$ cat src/pkg/drv_fault_consts.svh
// constants for the octal driver fault controller: offsets, fields, timing
// assumes a 200 MHz system clock and a 32-bit AXI4-Lite register bus
`ifndef DRV_FAULT_CONSTS_SVH
`define DRV_FAULT_CONSTS_SVH

// clock and fault filter timing
`define CLK_PERIOD_NS 5
`define FILTER_TIME_US 100
`define FILTER_CYCLES \
  ((`FILTER_TIME_US * 1000 + `CLK_PERIOD_NS - 1) / `CLK_PERIOD_NS)
`define TIMER_W 24

// serial frame
`define FRAME_BITS 16
`define IN_OL_LSB 8
`define OUT_TW_BIT 0
`define OUT_PIN_LSB 9
`define OUT_PSF_BIT 15

// register byte offsets
`define ADDR_W 12
`define REG_CTRL 12'h000
`define REG_STATUS 12'h004
`define REG_INPUT 12'h008
`define REG_DRIVE 12'h00c

// reset values
`define CTRL_RESET 1'h0
`define FRAME_RESET 16'h0000

`endif

$ cat src/pkg/drv_fault_pkg.sv
// types shared by the octal driver fault controller and its helpers
// assumes drv_fault_consts.svh is compiled alongside
`include "drv_fault_consts.svh"
package drv_fault_pkg;

  typedef enum logic [1:0] {
    RESP_OKAY = 2'b00,
    RESP_SLVERR = 2'b10
  } resp_t;

  typedef struct packed {
    logic s1;
    logic s2;
  } sync_bit_t;

  typedef struct packed {
    logic [`TIMER_W-1:0] cnt;
    logic hit;
  } timer_state_t;

  typedef struct packed {
    logic cs_prev;
    logic sclk_prev;
    logic [15:0] in_shift;
    logic [15:0] out_shift;
    logic [3:0] bit_cnt;
    logic got_bits;
    logic so;
    logic so_oe;
    logic [15:0] in_reg;
    logic [7:0] oc_latch;
    logic [3:0] tsd_latch;
    logic psf;
    logic [3:0] pin_cap;
    logic [7:0] drv;
  } dev_t;

  typedef struct packed {
    logic force_off;
    logic aw_have;
    logic [`ADDR_W-1:0] aw_addr;
    logic w_have;
    logic [31:0] w_data;
    logic [3:0] w_strb;
    logic awready;
    logic wready;
    logic bvalid;
    resp_t bresp;
    logic arready;
    logic rvalid;
    resp_t rresp;
    logic [31:0] rdata;
  } bus_t;

  typedef struct packed {
    dev_t dev;
    bus_t bus;
  } top_state_t;

endpackage : drv_fault_pkg

$ cat src/sync2_bus.sv
// two-flop synchroniser for a bundle of unrelated single-bit inputs
// assumes each bit is independent; no word coherence across bits
`timescale 1ns/10ps
module sync2_bus #(
  parameter int WIDTH = 1
) (
  // clock and reset
  input wire logic clk,
  input wire logic srst,
  // asynchronous in, synchronised out
  input wire logic [WIDTH-1:0] din,
  output logic [WIDTH-1:0] dout
);
  import drv_fault_pkg::*;

  if (WIDTH < 1) begin : g_bad_width
    $error("sync2_bus: WIDTH must be at least 1");
  end

  for (genvar b = 0; b < WIDTH; b++) begin : g_bit
    sync_bit_t st_q;
    sync_bit_t st_d;
    always_comb begin
      st_d.s1 = din[b];
      st_d.s2 = st_q.s1;
    end
    always_ff @(posedge clk) begin
      if (srst) begin
        st_q <= '0;
      end else begin
        st_q <= st_d;
      end
    end
    assign dout[b] = st_q.s2;
  end

endmodule : sync2_bus

$ cat src/fault_timer.sv
// fault filter: reports a condition only after it held for CYCLES clocks
// assumes cond is already synchronous to clk
`timescale 1ns/10ps
`include "drv_fault_consts.svh"
module fault_timer #(
  parameter int CYCLES = `FILTER_CYCLES
) (
  // clock and reset
  input wire logic clk,
  input wire logic srst,
  // watched condition and filtered result
  input wire logic cond,
  output logic hit
);
  import drv_fault_pkg::*;

  localparam logic [`TIMER_W-1:0] LAST = `TIMER_W'(CYCLES - 1);

  if (CYCLES < 1 || CYCLES >= (1 << `TIMER_W)) begin : g_bad_cycles
    $error("fault_timer: CYCLES out of range");
  end

  timer_state_t st_q;
  timer_state_t st_d;

  always_comb begin
    st_d = st_q;
    if (!cond) begin
      st_d.cnt = '0;
      st_d.hit = 1'b0;
    end else if (st_q.cnt == LAST) begin
      st_d.hit = 1'b1;
    end else begin
      st_d.cnt = st_q.cnt + `TIMER_W'(1);
    end
  end

  always_ff @(posedge clk) begin
    if (srst) begin
      st_q <= '0;
    end else begin
      st_q <= st_d;
    end
  end

  assign hit = st_q.hit;
endmodule : fault_timer

$ cat src/driver_fault_ctrl.sv
// octal driver control and fault handling behind serial and parallel pins
// assumes all pins and sense comparators are asynchronous to CLK
//
// How it works
// - channels 5-8 switch on when frame bit or parallel pin is set.
// - parallel pin high turns its output on; low leaves it to its frame bit.
// - over-current and open-load count only after 100 us continuously.
// - eight channel timers, each shared by over-current and open-load.
// - warning, shutdown and supply fail have their own timers.
// - open-load only while off, not latched, never blocks turn-on.
// - over-current only while on; latches driver off, no retry.
// - over-current latch clears on valid frame with that enable zero.
// - channels pair as 1-2, 3-4, 5-6, 7-8 for temperature sensing.
// - any pair warning sets output bit zero; outputs stay on, unlatched.
// - shutdown turns both pair drivers off and latches, any command path.
// - shutdown latch clears once cool and frame disables both pair drivers.
// - latches clear the same way by frame; enable low or lockout clears all.
// - chip select falling puts thermal warning on serial out at once.
// - logic supply lockout turns outputs off and clears both registers.
// - load supply fault shuts all channels and latches output bit 15.
// - load supply overvoltage keeps input and output registers intact.
// - load supply recovery restores channels to last commanded state.
// - serial port keeps working during load supply faults.
// - supply fail flag clears on valid frame with supply in range.
// - frame valid only as a multiple of 16 bits; only then latched.
// - frame bits 0-7 switch drivers 1-8, one on, zero off.
// - output bits 9-12 mirror pins, frozen on over-current or shutdown; while any tsd_hit is high they follow the pins.
//
// The AXI4-Lite slave port and the register addresses were decided locally.
`timescale 1ns/10ps
`include "drv_fault_consts.svh"
module driver_fault_ctrl #(
  parameter int FILTER_CYCLES = `FILTER_CYCLES,
  parameter int AUX_FILTER_CYCLES = `FILTER_CYCLES
) (
  // clock and reset
  input wire logic CLK,
  input wire logic SRST,
  // axi4-lite write channels
  input wire logic [`ADDR_W-1:0] AWADDR,
  input wire logic AWVALID,
  output logic AWREADY,
  input wire logic [31:0] WDATA,
  input wire logic [3:0] WSTRB,
  input wire logic WVALID,
  output logic WREADY,
  output drv_fault_pkg::resp_t BRESP,
  output logic BVALID,
  input wire logic BREADY,
  // axi4-lite read channels
  input wire logic [`ADDR_W-1:0] ARADDR,
  input wire logic ARVALID,
  output logic ARREADY,
  output logic [31:0] RDATA,
  output drv_fault_pkg::resp_t RRESP,
  output logic RVALID,
  input wire logic RREADY,
  // serial port pins
  input wire logic CHIP_SELECT_LOW,
  input wire logic SCLK,
  input wire logic SDI,
  output logic SDO,
  output logic SDO_OE,
  // parallel pins for channels 5 to 8, device enable
  input wire logic [3:0] PWM_IN,
  input wire logic ENABLE,
  // supply monitors and fault comparators
  input wire logic UNDERVOLTAGE_LOCKOUT,
  input wire logic LOAD_SUPPLY_UV,
  input wire logic LOAD_SUPPLY_OV,
  input wire logic [7:0] OVERCURRENT,
  input wire logic [7:0] OPEN_LOAD,
  input wire logic [3:0] THERMAL_WARN_PAIR,
  input wire logic [3:0] THERMAL_SHUT_PAIR,
  // output stage commands
  output logic [7:0] DRIVE_ON
);
  import drv_fault_pkg::*;

  localparam int SYNC_W = 35;

  if (FILTER_CYCLES < 1 || AUX_FILTER_CYCLES < 1) begin : g_bad_filter
    $error("driver_fault_ctrl: filter periods must be at least one cycle");
  end

  top_state_t st_q;
  top_state_t st_d;

  logic [SYNC_W-1:0] raw;
  logic [SYNC_W-1:0] syn;
  logic cs_n_s, sclk_s, sdi_s, en_s, lock_s, ls_uv_s, ls_ov_s;
  logic [3:0] pin_s, twp_s, tsp_s;
  logic [7:0] oc_s, ol_s;

  assign raw = {CHIP_SELECT_LOW, SCLK, SDI, PWM_IN, ENABLE,
                UNDERVOLTAGE_LOCKOUT, LOAD_SUPPLY_UV, LOAD_SUPPLY_OV,
                OVERCURRENT, OPEN_LOAD, THERMAL_WARN_PAIR, THERMAL_SHUT_PAIR};
  assign {cs_n_s, sclk_s, sdi_s, pin_s, en_s, lock_s, ls_uv_s, ls_ov_s,
          oc_s, ol_s, twp_s, tsp_s} = syn;

  sync2_bus #(.WIDTH(SYNC_W)) u_sync (
    .clk(CLK),
    .srst(SRST),
    .din(raw),
    .dout(syn)
  );

  // logic reset: enable pin low or logic supply lockout
  logic lrst;
  logic [7:0] cmd_on, ch_cond, ch_hit, oc_set, ol_live, status_bits;
  logic [3:0] tw_hit, tsd_hit, mirror;
  logic supply_hit, thermal_warning_flag, frame_ok, cs_fall, cs_rise;
  logic sclk_rise, sclk_fall;
  logic [15:0] out_word;

  assign lrst = ~en_s | lock_s;
  assign cmd_on = st_q.dev.in_reg[7:0] | {pin_s, 4'h0};

  // one timer per channel, shared by both channel faults
  for (genvar c = 0; c < 8; c++) begin : g_chan
    assign ch_cond[c] = (oc_s[c] & st_q.dev.drv[c]) |
                        (ol_s[c] & ~cmd_on[c] & ~supply_hit &
                         st_q.dev.in_reg[`IN_OL_LSB + c]);
    fault_timer #(.CYCLES(FILTER_CYCLES)) u_ch_timer (
      .clk(CLK),
      .srst(SRST),
      .cond(ch_cond[c]),
      .hit(ch_hit[c])
    );
  end

  // one warning and one shutdown timer per thermal pair
  for (genvar p = 0; p < 4; p++) begin : g_pair
    fault_timer #(.CYCLES(AUX_FILTER_CYCLES)) u_warn_timer (
      .clk(CLK),
      .srst(SRST),
      .cond(twp_s[p]),
      .hit(tw_hit[p])
    );
    fault_timer #(.CYCLES(AUX_FILTER_CYCLES)) u_shut_timer (
      .clk(CLK),
      .srst(SRST),
      .cond(tsp_s[p]),
      .hit(tsd_hit[p])
    );
  end

  fault_timer #(.CYCLES(AUX_FILTER_CYCLES)) u_supply_timer (
    .clk(CLK),
    .srst(SRST),
    .cond(ls_uv_s | ls_ov_s),
    .hit(supply_hit)
  );

  assign thermal_warning_flag = |tw_hit;
  assign oc_set = ch_hit & st_q.dev.drv;
  assign ol_live = ch_hit & ~cmd_on;
  assign cs_fall = st_q.dev.cs_prev & ~cs_n_s;
  assign cs_rise = ~st_q.dev.cs_prev & cs_n_s;
  assign sclk_rise = ~st_q.dev.sclk_prev & sclk_s & ~cs_n_s;
  assign sclk_fall = st_q.dev.sclk_prev & ~sclk_s & ~cs_n_s;
  // whole 16-bit multiples only; stray bits void the frame
  assign frame_ok = cs_rise & st_q.dev.got_bits &
                    (st_q.dev.bit_cnt == 4'h0);
  assign mirror = ((|st_q.dev.oc_latch) | (|st_q.dev.tsd_latch)) ?
                  st_q.dev.pin_cap : pin_s;

  always_comb begin
    for (int i = 0; i < 8; i++) begin
      status_bits[i] = st_q.dev.oc_latch[i] | st_q.dev.tsd_latch[i / 2] |
                       ol_live[i];
    end
  end

  assign out_word = {st_q.dev.psf, 2'b00, mirror, status_bits,
                     thermal_warning_flag};

  always_comb begin
    st_d = st_q;
    st_d.dev.cs_prev = cs_n_s;
    st_d.dev.sclk_prev = sclk_s;

    // serial port stays live through load supply faults
    if (cs_fall) begin
      st_d.dev.out_shift = out_word;
      st_d.dev.so = thermal_warning_flag;
      st_d.dev.so_oe = 1'b1;
      st_d.dev.bit_cnt = 4'h0;
      st_d.dev.got_bits = 1'b0;
    end else if (cs_rise) begin
      st_d.dev.so = 1'b0;
      st_d.dev.so_oe = 1'b0;
    end else if (sclk_rise) begin
      st_d.dev.in_shift = {st_q.dev.in_shift[14:0], sdi_s};
      st_d.dev.bit_cnt = st_q.dev.bit_cnt + 4'h1;
      st_d.dev.got_bits = 1'b1;
    end else if (sclk_fall) begin
      // last received bit follows for daisy chaining
      st_d.dev.so = st_q.dev.out_shift[15];
      st_d.dev.out_shift = {st_q.dev.out_shift[14:0], st_q.dev.in_shift[0]};
    end
    if (frame_ok) begin
      st_d.dev.in_reg = st_q.dev.in_shift;
    end

    // latches: a set in the clearing cycle wins
    for (int i = 0; i < 8; i++) begin
      if (frame_ok && !st_q.dev.in_shift[i]) begin
        st_d.dev.oc_latch[i] = 1'b0;
      end
      if (oc_set[i]) begin
        st_d.dev.oc_latch[i] = 1'b1;
      end
    end
    for (int p = 0; p < 4; p++) begin
      if (frame_ok && !tsd_hit[p] && !st_q.dev.in_shift[2 * p] &&
          !st_q.dev.in_shift[2 * p + 1]) begin
        st_d.dev.tsd_latch[p] = 1'b0;
      end
      if (tsd_hit[p]) begin
        st_d.dev.tsd_latch[p] = 1'b1;
      end
    end
    if (frame_ok && !supply_hit) begin
      st_d.dev.psf = 1'b0;
    end
    if (supply_hit) begin
      st_d.dev.psf = 1'b1;
    end
    if ((|oc_set) || (|tsd_hit)) begin
      st_d.dev.pin_cap = pin_s;
    end

    // registers kept through supply faults, so recovery restores commands
    for (int i = 0; i < 8; i++) begin
      st_d.dev.drv[i] = cmd_on[i] & ~st_q.dev.oc_latch[i] &
                        ~st_q.dev.tsd_latch[i / 2] & ~supply_hit &
                        ~st_q.bus.force_off;
    end

    // axi4-lite write side
    if (st_q.bus.awready && AWVALID) begin
      st_d.bus.aw_have = 1'b1;
      st_d.bus.aw_addr = AWADDR;
    end
    if (st_q.bus.wready && WVALID) begin
      st_d.bus.w_have = 1'b1;
      st_d.bus.w_data = WDATA;
      st_d.bus.w_strb = WSTRB;
    end
    if (st_q.bus.aw_have && st_q.bus.w_have && !st_q.bus.bvalid) begin
      st_d.bus.aw_have = 1'b0;
      st_d.bus.w_have = 1'b0;
      st_d.bus.bvalid = 1'b1;
      if ({st_q.bus.aw_addr[`ADDR_W-1:2], 2'b00} == `REG_CTRL) begin
        st_d.bus.bresp = RESP_OKAY;
        if (st_q.bus.w_strb[0]) begin
          st_d.bus.force_off = st_q.bus.w_data[0];
        end
      end else begin
        st_d.bus.bresp = RESP_SLVERR;
      end
    end
    if (st_q.bus.bvalid && BREADY) begin
      st_d.bus.bvalid = 1'b0;
    end
    st_d.bus.awready = ~st_d.bus.aw_have & ~st_d.bus.bvalid;
    st_d.bus.wready = ~st_d.bus.w_have & ~st_d.bus.bvalid;

    // axi4-lite read side
    if (st_q.bus.rvalid && RREADY) begin
      st_d.bus.rvalid = 1'b0;
    end
    if (st_q.bus.arready && ARVALID) begin
      st_d.bus.rvalid = 1'b1;
      st_d.bus.rresp = RESP_OKAY;
      if ({ARADDR[`ADDR_W-1:2], 2'b00} == `REG_CTRL) begin
        st_d.bus.rdata = {31'h0, st_q.bus.force_off};
      end else if ({ARADDR[`ADDR_W-1:2], 2'b00} == `REG_STATUS) begin
        st_d.bus.rdata = {16'h0, out_word};
      end else if ({ARADDR[`ADDR_W-1:2], 2'b00} == `REG_INPUT) begin
        st_d.bus.rdata = {16'h0, st_q.dev.in_reg};
      end else if ({ARADDR[`ADDR_W-1:2], 2'b00} == `REG_DRIVE) begin
        st_d.bus.rdata = {19'h0, supply_hit, st_q.dev.tsd_latch,
                          st_q.dev.drv};
      end else begin
        st_d.bus.rdata = 32'h0;
        st_d.bus.rresp = RESP_SLVERR;
      end
    end
    st_d.bus.arready = ~st_d.bus.rvalid;

    // enable low or lockout: outputs off, both registers and latches cleared
    if (lrst) begin
      st_d.dev = '0;
      st_d.dev.cs_prev = cs_n_s;
      st_d.dev.sclk_prev = sclk_s;
    end
  end

  always_ff @(posedge CLK) begin
    if (SRST) begin
      st_q <= '0;
      // cs_prev keeps the synchroniser's reset level: no false select edge
      st_q.dev.in_reg <= `FRAME_RESET;
      st_q.bus.force_off <= `CTRL_RESET;
    end else begin
      st_q <= st_d;
    end
  end

  assign DRIVE_ON = st_q.dev.drv;
  assign SDO = st_q.dev.so;
  assign SDO_OE = st_q.dev.so_oe;
  assign AWREADY = st_q.bus.awready;
  assign WREADY = st_q.bus.wready;
  assign BVALID = st_q.bus.bvalid;
  assign BRESP = st_q.bus.bresp;
  assign ARREADY = st_q.bus.arready;
  assign RVALID = st_q.bus.rvalid;
  assign RRESP = st_q.bus.rresp;
  assign RDATA = st_q.bus.rdata;
endmodule : driver_fault_ctrl

$ cat config.mk
export PLATFORM = sky130hd
export DESIGN_NAME = driver_fault_ctrl
export DESIGN_NICKNAME = d
export VERILOG_FILES = /design/src/pkg/drv_fault_pkg.sv /design/src/sync2_bus.sv /design/src/fault_timer.sv /design/src/driver_fault_ctrl.sv
export VERILOG_INCLUDE_DIRS = /design/src /design/src/pkg
export SDC_FILE = /design/constraint.sdc
export NUM_CORES = 1
export LEC_CHECK = 0
export ABC_CLOCK_PERIOD_IN_PS = 2210
export BUFFER_PORTS_ARGS = -buffer_cell sky130_fd_sc_hd__buf_2
export CAP_MARGIN = 10
export CELL_PAD_IN_SITES_DETAIL_PLACEMENT = 1
export CELL_PAD_IN_SITES_GLOBAL_PLACEMENT = 2
export CORE_AREA = 3 3 265 267
export CTS_BUF_LIST = sky130_fd_sc_hd__clkbuf_8
export CTS_CLUSTER_DIAMETER = 30
export DETAILED_ROUTE_END_ITERATION = 6
export DIE_AREA = 0 0 268 270
export PLACE_DENSITY = 0.8
export SETUP_SLACK_MARGIN = 0.1
export SLEW_MARGIN = 20
export SYNTH_ARGS = -nofsm -noshare
export SYNTH_HDL_FRONTEND = slang
export SYNTH_SLANG_ARGS = --single-unit
$ cat constraint.sdc
create_clock -name CLK -period 2.21 [get_ports CLK]
set_input_delay 0.1105 -clock CLK [delete_from_list [all_inputs] [get_ports CLK]]
set_output_delay 0.1105 -clock CLK [all_outputs]
set_load 0.01 [all_outputs]
==> out/metrics.cfg <==
[logic_synthesis]
seq_area_frac_synth = 0.465
syn-cell-area_um2 = 26500
ys_seq_elements = 615
synth_cells = 3062
synthFlopType = dfxtp_1
synth_top_area_frac = 0.465
synth-edff-count = 0
asyncSetResetFlopFracSynth = 0
synth.avg_cell_area_um2 = 8.65
yosysUniqueCellTypes = 79
ys_warn_count = 0
synth_largest_area_cell = dfxtp_1
synthTopCellsByArea = dfxtp_1 (46%), nor2_1 (6.3%), xor2_1 (6.0%), nand2_1 (3.9%), xnor2_1 (3.6%)

[route]
routed_wl_um = 72800
ant_nets = 0
vias = 23000
via_per_inst = 5.27
wl_per_cell_um = 16.6
drt_iter0_markers = 1022
drt-pass1-iter-count = 7
drc = 0

[timing]
fin_worst_skew_ps = 35.3
fin_setup_tns_ps = 0
fin_ws_ps = 143
fin_crit_sh = 0.936
finalHoldViolCount = 0
timing.final.crit_period_ps = 2070
drv_slew = 0
tightest_slew_ps = 768
fmax_mhz = 484
slew_headroom = 0.488
rsz0062_at_grt = yes
finalSetupViolCount = 0

[cells_and_area]
seq_area_um2 = 12300
multi_input_area_um2 = 13400
drive_gt1_frac = 0.139
fillerInstances = 7997
area_delta_synth_final_pct = 23.3
nNetsFinal = 3483

[global_routing]
grt_pass1_wl_um = 121000
antenna_found_initial = 8
grt_max_degree = 71
grt_pass1_vias = 24200
overflow = 0
grtUsageTotal = 0.201

[floorplan]
core_area_um2 = 68300
die-area_um2 = 72400
rows = 96
start_util = 0.388
die_x_um = 268
pin_count = 153
dieHeight_um = 270

[place]
gp_congestion = 0.815
hpwl_um = 49200
port_buffers = 96
pre_cts_ws_ps = 18.5

[clocking]
cts_buffer_depth = 3
tritoncts = built
cts_buffers = 153
cts_sinks = 615
clockRootBuffer = clkbuf_8
insertion_delay_ps = 780
path_clk_slew_ps = 60
htreeDepth = 4

[setup_path]
path_buf_inv = 0
crit_type = reg2reg
cp-start-kind = flop
slowest_stage = or3b_2
path_cells = or3b_2 > or3_1 > nor4_1
cp_max_fo = 5
cpLargestDelayFamily = simple AND/OR/NAND/NOR gates
cp_slowest_stage_delay_ps = 600
worstPathArrival_ps = 2670
cp-end-kind = flop
critical_path_required_ps = 2810

[min_path]
min_path_type = in2reg

[status]
outcome = completed

[job]
max_cap_viol_count = 0

[power]
report.power.total_mw = 27.6
ir_drop_mv = 0.438
leakage_nw = 11.3
power_density_nw_per_um2 = 844

-- cells in the final DEF (no fill, tap or decap), types with 22 or more instances in the layout --
cell           instances
dfxtp_1              613
nor2_1               443
nand2_1              274
xor2_1               181
clkbuf_8             175
a21oi_1              163
nand3_1              134
xnor2_1              108
nand4_1              104
o21ai_0              101
dlygate4sd3_1        100
buf_2                 95
nor2b_1               85
buf_4                 83
nor4_1                77
or3_1                 74
nor3_1                68
inv_1                 62
and3_1                58
and4_1                45
o211ai_1              35
or4_1                 34
clkinv_2              28
mux2i_1               26
and2_1                26
nand2b_1              23
clkinvlp_4            22
bufinv_16             22
-- flip-flops by register name (all words and copies together), names as in the netlist, 4 cells and up --
register	count
g_chan.u_ch_timer.st_q	192
g_pair.u_shut_timer.hit	4
DRIVE_ON	8
g_pair.u_warn_timer.st_q	96
g_pair.u_shut_timer.st_q	96
u_sync.g_bit.st_d	35
RDATA	16
u_sync.dout	35
st_q	86
g_pair.u_warn_timer.hit	4
u_supply_timer.st_q	24
g_chan.u_ch_timer.hit	8
-- report_power, final --
group          internal [mW]  switching [mW]  total (mW)
Clock                   9.92            5.82        15.7
Combinational          0.268           0.300       0.567
Sequential              11.2          0.0514        11.2
-- cell usage after synthesis (38+ instances only) --
| library cell | n |
|---|---|
| nand3_1 | 134 |
| nor4_1 | 78 |
| a21oi_1 | 163 |
| and3_1 | 58 |
| and4_1 | 45 |
| o21ai_0 | 103 |
| xnor2_1 | 108 |
| clkbuf_1 | 99 |
| buf_4 | 44 |
| xor2_1 | 181 |
| nand2_1 | 274 |
| nand4_1 | 104 |
| nor2_1 | 443 |
| nor3_1 | 69 |
| nor2b_1 | 85 |
| or3_1 | 74 |
| inv_1 | 38 |
| dfxtp_1 | 615 |
-- metrics by stage --
stage	std cells	hold slack (ps)	util	instance area, um2
final	4376	79.8	0.478	32700
after detailed placement	3981	325	0.410	28000
after global routing	4375	77.0	0.478	32700
after global placement	3981	323	0.410	28000
after floorplan	3079	239	-	26600
after CTS	4367	3.83	0.477	32600
-- timing repair --
item                                   in CTS  in global routing
hold buffers                              100                  0
endpoints found under the hold margin     138                  0
setup endpoints to repair                   7                 34
resized for setup                           2                 10
pin swaps                                   2                  3
gates cloned                                0                  1
setup buffers                               3                  1
-- path summary, 6_finish.rpt --
check,start,to,slack [ps],cells after the start
setup / recovery,u_sync.dout[26],DRIVE_ON[6],140,3
hold / removal,ARADDR[7],RDATA[14],80,6
setup reg to reg,u_sync.dout[26],DRIVE_ON[6],140,3
hold reg to reg,u_sync.g_bit[24].st_d[0],u_sync.dout[24],420,1
-- logic make-up after synthesis --
group	after synthesis	synth area share
AOI/OAI and AO/OA	399	0.0912
xor gates and xnor gates	289	0.0955
adders and majority gates	22	0.0104
buffers and inverters	195	0.0343
DFF	615	0.465
muxes	31	0.0124
other	1	0.000142
and+or+nand+nor	1510	0.291
-- worst reg2reg max path: stages (launching register included) --
cell and delay [ps]:
dfxtp_1 300, or3b_2 600, or3_1 450, nor4_1 540
-- layout make-up --
type / instances / area share
Multi-Input combinational cell: 2270 / 0.410
Sequential cell: 615 / 0.377
Clock buffer: 175 / 0.0737
Timing Repair Buffer: 280 / 0.0652
Clock inverter: 108 / 0.0356
Tap cell: 882 / 0.0338
Inverter: 39 / 0.00448
Antenna cell: 7 / 0.000536
-- metal layers --
metal | share of wire | GRT usage
met2 | 0.49 | 0.340
met4 | 0.026 | 0.0792
met1 | 0.45 | 0.250
met5 | 0.00018 | 0
met3 | 0.035 | 0.0414
Note: power is estimated with default switching activity, not from simulation.
